[config.mk]
export PLATFORM = sky130hd
export DESIGN_NAME = irs_slave
export DESIGN_NICKNAME = d
export VERILOG_FILES = /design/src/common/irs_pkg.sv /design/src/logic/irs_fifo.sv /design/src/logic/irs_slave.sv
export VERILOG_INCLUDE_DIRS = /design/src /design/src/common
export SDC_FILE = /design/constraint.sdc
export NUM_CORES = 1
export LEC_CHECK = 0
export BUFFER_PORTS_ARGS = -buffer_cell sky130_fd_sc_hd__buf_2
export CAP_MARGIN = 20
export CORE_ASPECT_RATIO = 0.5
export CORE_MARGIN = 5
export CORE_UTILIZATION = 30
export DETAILED_ROUTE_END_ITERATION = 6
export PLACE_DENSITY = 0.55
export SYNTH_ARGS = -nofsm -noshare
export SYNTH_HDL_FRONTEND = slang
export SYNTH_SLANG_ARGS = --single-unit
[constraint.sdc]
create_clock -name clk_i -period 7.2 [get_ports clk_i]
set_input_delay 1.44 -clock clk_i [delete_from_list [all_inputs] [get_ports clk_i]]
set_output_delay 1.44 -clock clk_i [all_outputs]
set_load 0.005 [all_outputs]
[src/common/irs_regs.svh]
`ifndef IRS_REGS_SVH
`define IRS_REGS_SVH
// own 7-bit bus address
`define IRS_SLAVE_ADDR 7'h57
// fifo shape for received write bytes
`define IRS_FIFO_DEPTH 32
`define IRS_FIFO_AW 5
`define IRS_DATA_W 8
// register pointer width and reset value
`define IRS_PTR_W 8
`define IRS_PTR_RST 8'h00
`endif

[src/common/irs_pkg.sv]
package irs_pkg;
    typedef enum logic [2:0]
    {
        IRS_IDLE,
        IRS_ADDR,
        IRS_ACK_OUT,
        IRS_RX,
        IRS_TX,
        IRS_ACK_IN,
        IRS_IGNORE
    } irs_state_t;
endpackage

[src/logic/irs_fifo.sv]
`timescale 1ns/10ps
`default_nettype none
module irs_fifo #(
    parameter int WIDTH = 16,
    parameter int DEPTH = 32
) (
    // clock and reset
    input  wire logic             clk_i,
    input  wire logic             arst_n_i,
    // fill side
    input  wire logic             in_valid_i,
    output logic                  in_ready_o,
    input  wire logic [WIDTH-1:0] in_data_i,
    // drain side
    output logic                  out_valid_o,
    input  wire logic             out_ready_i,
    output logic [WIDTH-1:0]      out_data_o
);
    localparam int AW = $clog2(DEPTH);

    initial
    begin
        if (DEPTH < 2 || (1 << AW) != DEPTH)
            $error("fifo depth must be a power of two of at least 2");
    end

    logic [WIDTH-1:0] mem_ff [DEPTH];
    logic [AW:0]      wr_ptr_ff;
    logic [AW:0]      rd_ptr_ff;
    logic             push;
    logic             pop;

    // full and empty from pointer wrap bit
    assign in_ready_o  = !((wr_ptr_ff[AW] != rd_ptr_ff[AW]) && (wr_ptr_ff[AW-1:0] == rd_ptr_ff[AW-1:0]));
    assign out_valid_o = (wr_ptr_ff != rd_ptr_ff);
    assign out_data_o  = mem_ff[rd_ptr_ff[AW-1:0]];
    assign push        = in_valid_i && in_ready_o;
    assign pop         = out_valid_o && out_ready_i;

    // storage write
    always_ff @(posedge clk_i)
    begin
        if (push)
            mem_ff[wr_ptr_ff[AW-1:0]] <= in_data_i;
    end

    // pointers
    always_ff @(posedge clk_i or negedge arst_n_i)
    begin
        if (!arst_n_i)
        begin
            wr_ptr_ff <= '0;
            rd_ptr_ff <= '0;
        end
        else
        begin
            if (push)
                wr_ptr_ff <= wr_ptr_ff + 1'b1;
            if (pop)
                rd_ptr_ff <= rd_ptr_ff + 1'b1;
        end
    end
endmodule
`default_nettype wire

[src/logic/irs_slave.sv]
// Operation
// - idle bus has both lines high
// - sda falling while scl high is start
// - sda rising while scl high is stop
// - one bit per scl pulse, sampled high
// - ninth pulse carries low acknowledge
// - device acks writes, master acks reads
// - high sda on ack is nack
// - respond to address 1010111 msb first
// - eighth bit selects write or read
// - start restarts; read drives data out
// - first write byte loads register pointer
// - stop after index writes nothing
// - data bytes write, pointer increments
// - read returns pointer register, increments
// - nack stops device driving data
// - scl input only, sda open drain
`timescale 1ns/10ps
`default_nettype none
`include "irs_regs.svh"
module irs_slave
    import irs_pkg::*;
#(
    parameter int PTR_W = `IRS_PTR_W
) (
    // clock and reset
    input  wire logic             clk_i,
    input  wire logic             arst_n_i,
    // two-wire pins
    input  wire logic             scl_i,
    input  wire logic             sda_i,
    output logic                  sda_o,
    output logic                  sda_oe_n_o,
    // register write stream
    output logic                  wr_valid_o,
    input  wire logic             wr_ready_i,
    output logic [PTR_W-1:0]      wr_addr_o,
    output logic [7:0]            wr_data_o,
    // register read port
    output logic [PTR_W-1:0]      rd_addr_o,
    output logic                  rd_req_o,
    input  wire logic [7:0]       rd_data_i,
    // status
    output logic                  busy_o
);
    initial
    begin
        if (PTR_W < 1 || PTR_W > 8)
            $error("pointer width must be 1 to 8");
    end

    logic [1:0]  scl_sync_ff;
    logic [1:0]  sda_sync_ff;
    logic        scl_d_ff;
    logic        sda_d_ff;
    logic        scl_rise;
    logic        scl_fall;
    logic        start_det;
    logic        stop_det;
    irs_state_t  state_ff;
    logic [3:0]  bit_cnt_ff;
    logic [7:0]  shift_ff;
    logic        rw_ff;
    logic        first_ff;
    logic [PTR_W-1:0] ptr_ff;
    logic        pull_ff;
    logic        fifo_ready;
    logic        push;
    logic        acked_ff;

    // two-flop synchronisers for pins
    always_ff @(posedge clk_i or negedge arst_n_i)
    begin
        if (!arst_n_i)
        begin
            scl_sync_ff <= 2'h3;
            sda_sync_ff <= 2'h3;
            scl_d_ff    <= 1'b1;
            sda_d_ff    <= 1'b1;
        end
        else
        begin
            scl_sync_ff <= {scl_sync_ff[0], scl_i};
            sda_sync_ff <= {sda_sync_ff[0], sda_i};
            scl_d_ff    <= scl_sync_ff[1];
            sda_d_ff    <= sda_sync_ff[1];
        end
    end

    // edge and condition detection
    assign scl_rise  = scl_sync_ff[1] && !scl_d_ff;
    assign scl_fall  = !scl_sync_ff[1] && scl_d_ff;
    assign start_det = scl_sync_ff[1] && scl_d_ff && sda_d_ff && !sda_sync_ff[1];
    assign stop_det  = scl_sync_ff[1] && scl_d_ff && !sda_d_ff && sda_sync_ff[1];
    assign busy_o    = (state_ff != IRS_IDLE);

    // received byte becomes a register write
    assign push      = (state_ff == IRS_RX) && !first_ff && (bit_cnt_ff == 4'h8) && scl_fall;
    assign rd_addr_o = ptr_ff;
    assign rd_req_o  = (state_ff == IRS_TX) && (bit_cnt_ff == 4'h0);

    // protocol sequencer
    always_ff @(posedge clk_i or negedge arst_n_i)
    begin
        if (!arst_n_i)
        begin
            state_ff   <= IRS_IDLE;
            bit_cnt_ff <= 4'h0;
            shift_ff   <= 8'h00;
            rw_ff      <= 1'b0;
            first_ff   <= 1'b0;
            acked_ff   <= 1'b0;
        end
        else if (start_det)
        begin
            state_ff   <= IRS_ADDR;
            bit_cnt_ff <= 4'h0;
        end
        else if (stop_det)
            state_ff <= IRS_IDLE;
        else
        begin
            case (state_ff)
                IRS_ADDR:
                begin
                    if (scl_rise)
                    begin
                        shift_ff   <= {shift_ff[6:0], sda_sync_ff[1]};
                        bit_cnt_ff <= bit_cnt_ff + 4'h1;
                    end
                    else if (scl_fall && bit_cnt_ff == 4'h8)
                    begin
                        if (shift_ff[7:1] == `IRS_SLAVE_ADDR)
                        begin
                            state_ff <= IRS_ACK_OUT;
                            rw_ff    <= shift_ff[0];
                            first_ff <= !shift_ff[0];
                        end
                        else
                            state_ff <= IRS_IGNORE;
                    end
                end
                IRS_ACK_OUT:
                begin
                    if (scl_fall)
                    begin
                        bit_cnt_ff <= 4'h0;
                        state_ff   <= rw_ff ? IRS_TX : IRS_RX;
                    end
                end
                IRS_RX:
                begin
                    if (scl_rise)
                    begin
                        shift_ff   <= {shift_ff[6:0], sda_sync_ff[1]};
                        bit_cnt_ff <= bit_cnt_ff + 4'h1;
                    end
                    else if (scl_fall && bit_cnt_ff == 4'h8)
                    begin
                        if (!first_ff && !fifo_ready)
                            state_ff <= IRS_IGNORE; // full: leave unacked
                        else
                            state_ff <= IRS_ACK_OUT;
                        first_ff <= 1'b0;
                    end
                end
                IRS_TX:
                begin
                    if (bit_cnt_ff == 4'h0)
                    begin
                        shift_ff   <= rd_data_i;
                        bit_cnt_ff <= 4'h1;
                    end
                    else if (scl_fall)
                    begin
                        if (bit_cnt_ff == 4'h8)
                            state_ff <= IRS_ACK_IN;
                        else
                        begin
                            shift_ff   <= {shift_ff[6:0], 1'b0};
                            bit_cnt_ff <= bit_cnt_ff + 4'h1;
                        end
                    end
                end
                IRS_ACK_IN:
                begin
                    if (scl_rise)
                        acked_ff <= !sda_sync_ff[1];
                    else if (scl_fall)
                    begin
                        bit_cnt_ff <= 4'h0;
                        state_ff   <= acked_ff ? IRS_TX : IRS_IGNORE;
                    end
                end
                default:
                    state_ff <= state_ff;
            endcase
        end
    end

    // register pointer load and advance
    always_ff @(posedge clk_i or negedge arst_n_i)
    begin
        if (!arst_n_i)
            ptr_ff <= PTR_W'(`IRS_PTR_RST);
        else if (state_ff == IRS_RX && first_ff && bit_cnt_ff == 4'h8 && scl_fall)
            ptr_ff <= shift_ff[PTR_W-1:0];
        else if (push && fifo_ready)
            ptr_ff <= ptr_ff + 1'b1;
        else if (state_ff == IRS_ACK_IN && scl_fall)
            ptr_ff <= ptr_ff + 1'b1;
    end

    // open-drain sda pull, changed only while scl low
    always_ff @(posedge clk_i or negedge arst_n_i)
    begin
        if (!arst_n_i)
            pull_ff <= 1'b0;
        else if (start_det || stop_det)
            pull_ff <= 1'b0;
        else if (state_ff == IRS_ACK_OUT)
            pull_ff <= 1'b1;
        else if (state_ff == IRS_TX && bit_cnt_ff != 4'h0)
            pull_ff <= !shift_ff[7];
        else
            pull_ff <= 1'b0;
    end

    // open-drain pin: only ever pulls low, never drives high
    assign sda_o      = 1'b0;
    assign sda_oe_n_o = !pull_ff;

    irs_fifo #(
        .WIDTH (PTR_W + 8),
        .DEPTH (`IRS_FIFO_DEPTH)
    ) u_fifo (
        .clk_i       (clk_i),
        .arst_n_i    (arst_n_i),
        .in_valid_i  (push),
        .in_ready_o  (fifo_ready),
        .in_data_i   ({ptr_ff, shift_ff}),
        .out_valid_o (wr_valid_o),
        .out_ready_i (wr_ready_i),
        .out_data_o  ({wr_addr_o, wr_data_o})
    );

    // protocol checks on what the slave drives
    a_ack_driven: assert property (@(posedge clk_i) disable iff (!arst_n_i)
        (state_ff == IRS_ACK_OUT) |=> !sda_oe_n_o)
        else $error("ack not driven low");
    a_sda_odrain: assert property (@(posedge clk_i) disable iff (!arst_n_i)
        sda_o == 1'b0)
        else $error("sda driven high");
    a_start_restart: assert property (@(posedge clk_i) disable iff (!arst_n_i)
        start_det |=> state_ff == IRS_ADDR && bit_cnt_ff == 4'h0)
        else $error("start did not restart");
    a_busy_start: assert property (@(posedge clk_i) disable iff (!arst_n_i)
        start_det |=> busy_o)
        else $error("start not seen as busy");
    a_stop_idle: assert property (@(posedge clk_i) disable iff (!arst_n_i)
        stop_det && !start_det |=> state_ff == IRS_IDLE ##1 sda_oe_n_o)
        else $error("stop did not free bus");
    a_ignore_release: assert property (@(posedge clk_i) disable iff (!arst_n_i)
        state_ff == IRS_IGNORE && $past(state_ff == IRS_IGNORE) |-> sda_oe_n_o)
        else $error("sda pulled while ignoring");
    a_nack_release: assert property (@(posedge clk_i) disable iff (!arst_n_i)
        state_ff == IRS_ACK_IN && !acked_ff && scl_fall |=> state_ff == IRS_IGNORE ##1 sda_oe_n_o)
        else $error("nack did not release");
    a_ack_released: assert property (@(posedge clk_i) disable iff (!arst_n_i)
        state_ff == IRS_ACK_IN |=> sda_oe_n_o)
        else $error("sda pulled during master ack");
    a_index_load: assert property (@(posedge clk_i) disable iff (!arst_n_i)
        state_ff == IRS_RX && first_ff && bit_cnt_ff == 4'h8 && scl_fall && !start_det && !stop_det
        |=> ptr_ff == $past(shift_ff[PTR_W-1:0]) && !$past(push))
        else $error("index not loaded");
    a_write_incr: assert property (@(posedge clk_i) disable iff (!arst_n_i)
        push && fifo_ready |=> ptr_ff == $past(ptr_ff) + 1'b1)
        else $error("pointer did not advance");
    a_read_incr: assert property (@(posedge clk_i) disable iff (!arst_n_i)
        state_ff == IRS_ACK_IN && scl_fall |=> ptr_ff == $past(ptr_ff) + 1'b1)
        else $error("read pointer did not advance");
    a_rd_req_pulse: assert property (@(posedge clk_i) disable iff (!arst_n_i)
        rd_req_o |=> !rd_req_o)
        else $error("read strobe longer than a cycle");
    a_tx_bit: assert property (@(posedge clk_i) disable iff (!arst_n_i)
        state_ff == IRS_TX && bit_cnt_ff != 4'h0 && !start_det && !stop_det
        |=> sda_oe_n_o == $past(shift_ff[7]))
        else $error("read bit not on sda");
    a_scl_hold: assert property (@(posedge clk_i) disable iff (!arst_n_i)
        $changed(sda_oe_n_o) && !$past(start_det) && !$past(stop_det)
        |-> !$past(scl_sync_ff[1]))
        else $error("sda changed while scl high");
    a_addr_match: assert property (@(posedge clk_i) disable iff (!arst_n_i)
        state_ff == IRS_ADDR && scl_fall && bit_cnt_ff == 4'h8 && !start_det && !stop_det
        && shift_ff[7:1] != `IRS_SLAVE_ADDR |=> state_ff == IRS_IGNORE)
        else $error("foreign address accepted");

    // main scenarios reached
    c_write: cover property (@(posedge clk_i) push);
    c_read: cover property (@(posedge clk_i) state_ff == IRS_ACK_IN && scl_fall && acked_ff);
    c_nack: cover property (@(posedge clk_i) state_ff == IRS_ACK_IN && scl_fall && !acked_ff);
    c_ignore: cover property (@(posedge clk_i) state_ff == IRS_IGNORE);
    c_restart: cover property (@(posedge clk_i) start_det && state_ff != IRS_IDLE);
endmodule
`default_nettype wire

==> metrics.yaml <==
worst_setup_path:
  r2r_slack_ns: 2.73
  start_kind: "flip-flop"
  ff2ff_path_depth: 7
  crit_path_start: "u_fifo.rd_ptr_ff[3]"
  crit_type: "flip-flop to output port"
  r2r-end: "u_fifo.mem_ff[23][12]"
  end_kind: "output port"
  worstPathArrival_ns: 3.75
  r2r_start: "u_fifo.rd_ptr_ff[3]"
  critPathCapture: "wr_data_o[7]"
  cp_max_fo: 44
  worst_ep_required_time_ns: 5.76
placed_design:
  place.gp.congestion: 0.826
  placed_cells: 2144
  port_buffers: 40
  hpwl_um: 31600
finish:
  fin_nets: 1252
  final_cells: 2247
  n_antenna_cell: 0
  drive_gt1_frac: 0.269
  syn_to_final_growth_pct: 15.6
  utilization: 0.352
global_routing:
  grt_max_degree: 69
  gr-total-overflow: 0
  grt_pass1_wl_um: 79600
  antenna_found_initial: 1
  grt_pass1_vias: 11424
  grtUsageTotal: 0.133
yosys:
  yosys_warnings: 0
  avgSynthCellArea_um2: 19.6
  netlist_area_um2: 22300
  synthTopCellsByArea: "edfxtp_1 69%, mux4_2 13%, dfrtp_1 4.4%, mux2i_1 2.2%, nand2_1 1.2%"
  async_flop_share: 0.0808
  synth.distinct_cells: 70
  synth_nets: 1158
  synthCells: 1137
  synth_top_area_share: 0.689
  yosys.area.top_type: "edfxtp_1"
  synth_seq_cells: 557
  synth_edf_count: 512
  yosysSeqAreaShare: 0.740
  synth_ff_type: "edfxtp_1"
cts:
  post_cts_buffers: 0
  htreeDepth: 2
  cts_hold_buf: 0
  clk_pin_slew_ns: 0.06
  clk_latency_ns: 0.61
  cts_sinks: 557
  numCtsBuffers: 55
  tritoncts: "built"
  cts_buffer_depth: 3
  cts_root_buf: "clkbuf_16"
  cts_resized: 0
status:
  outcome: "completed"
floorplan:
  initial_core_util: 0.304
  fp.dieArea_um2: 80300
  io_pins: 42
  std_cell_rows: 70
  die_h_um: 203
  die_w_um: 396
  core_area_um2: 73400
pwr:
  switchingPower_uw: 2680
  power_density_nw_per_um2: 357
  seq_power_share: 0.442
  combinationalPowerShare: 0.232
  power_frac_clock: 0.326
  total_power_uw: 9220
  switching_share: 0.291
  p_int_uw: 6540
  p_leak_uw: 0.00848
  ir_worst_vdd_mv: 0.191
route:
  drt_wl_total_um: 53800
  first_pass_iters: 5
  dr.first_iter.drc_count: 1264
  viasPerCell: 5.06
  num_vias: 11381
  drcViolationCount: 0
  drtAntennaViolNets: 0
  wl_per_cell_um: 24.0
timing:
  tightest_slew_ns: 1.08
  fin_crit_sh: 0.720
  relSlewSlack: 0.281
  hold_viol: 0
  clock_skew_ns: 0.0133
  setup_viol: 0
  max_freq_mhz: 193
  fin_setup_tns_ns: 0
  grt_setup_unrepaired: "no"
  hold_ws_ns: 0.355
  fin_crit_ns: 5.19
  report.final.slew_viol_count: 0
worst_hold_path:
  hold_path.class: "flip-flop to flip-flop"
  hp-start: "scl_sync_ff[0]"
run:
  maxCapViolCount: 0
placed cells by master (no fill, tap or decap), types with 4 or more instances in the layout:
master and n:
edfxtp_1 512, mux4_2 128, nand2_1 71, clkbuf_16 57, buf_4 55, mux2i_1 50, nor2_1 50, buf_2 40
dfrtp_1 37, a32o_1 18, a221oi_1 17, inv_1 12, xnor2_1 12, clkinv_2 11, nor2b_1 9, nand3_1 9
o21ai_0 9, clkbuf_1 9, bufinv_16 9, mux2_2 8, a21oi_1 8, ha_1 8, a31oi_1 7, clkinv_1 7
nand2b_1 6, nand3b_1 6, nor3_1 6, dfstp_2 6, nand4_1 5, o22ai_1 5, o211ai_1 5, or3_1 4
a211oi_1 4, clkinvlp_4 4
critical path, stage by stage, from the launching register on:
cell      delay (ns)
dfrtp_1         0.77
clkinv_2        0.68
buf_4           0.57
mux2i_1         0.29
a221oi_1        0.56
buf_2           0.22
cell type report:
class                   instances  area, um^2
fillers                      6788       47600
flip-flops and latches        557       16500
multi-input cells             506        5460
clock buffers                  68        1490
well taps                     972        1220
repair buffers                 97         653
clock inverters                33         414
inverters                      14        53.8
per-layer routing:
| layer | global-route usage | part of all wire |
|---|---|---|
| met3 | 0.0188 | 0.065 |
| met5 | 0 | 0 |
| met4 | 0.0354 | 0.020 |
| met2 | 0.219 | 0.48 |
| met1 | 0.186 | 0.43 |
synthesized netlist by cell type (3+ instances only):
library cell and instances:
a21oi_1 8, o211ai_1 5, dfrtp_1 39, edfxtp_1 512
o21ai_0 9, a211oi_1 4, and4_1 3, or2_2 3
or3_1 4, inv_1 13, o22ai_1 5, or4_1 3
nand2_1 71, buf_2 19, nand3b_1 6, mux2i_1 50
mux2_2 8, a31oi_1 7, nor2_1 50, dfstp_2 6
a32o_1 18, xor2_1 3, nand3_1 9, nand2_2 3
xnor2_1 12, mux4_2 128, nor2_2 3, nand4_1 5
buf_4 11, nor3_1 6, nor2b_1 9, and2_1 3
o31ai_1 3, ha_1 8, clkbuf_1 22, nand2b_1 6
a221oi_1 17, buf_1 7
registers in the layout (all words and copies together), names as in the netlist, 2 cells and up:
signal	flops
u_fifo.mem_ff	512
u_fifo.rd_ptr_ff	6
u_fifo.wr_ptr_ff	6
bit_cnt_ff	4
shift_ff	8
sda_sync_ff	2
state_ff	3
scl_sync_ff	2
rd_addr_o	8
logic make-up after synthesis:
group,share of synthesized area
other cells,0.000168
mux,0.156
fa+ha+maj,0.00448
compound gates,0.0316
simple gates,0.0457
flops,0.740
xor+xnor,0.00661
buf+inv,0.0157
per-stage QoR:
step / cell area (um^2) / setup slack, ns
2_1_floorplan: 22300 / 4.06
3_3_place_gp: 23900 / 2.68
3_5_place_dp: 23900 / 2.61
4_1_cts: 25800 / 1.95
5_1_grt: 25800 / 1.85
6_report: 25800 / 2.01
power by group through the flow:
stage	Combinational (uW)	Clock (uW)	Sequential, uW
after floorplan	1410	0	4090
after global placement	2120	0	4150
after detailed placement	2170	0	4150
after CTS	2170	3070	4090
after global routing	2280	3210	4100
final	2130	3000	4080
how the worst min path moves through the flow:
stage                     end  slack (ns)  cells past startpoint
6_report       scl_sync_ff[1]        0.36                      0
5_1_grt        scl_sync_ff[1]        0.36                      0
4_1_cts        scl_sync_ff[1]        0.36                      0
3_5_place_dp   scl_sync_ff[1]        0.35                      0
3_3_place_gp   sda_sync_ff[1]        0.35                      0
2_1_floorplan  scl_sync_ff[1]        0.35                      0
(Power assumes the default switching activity.)
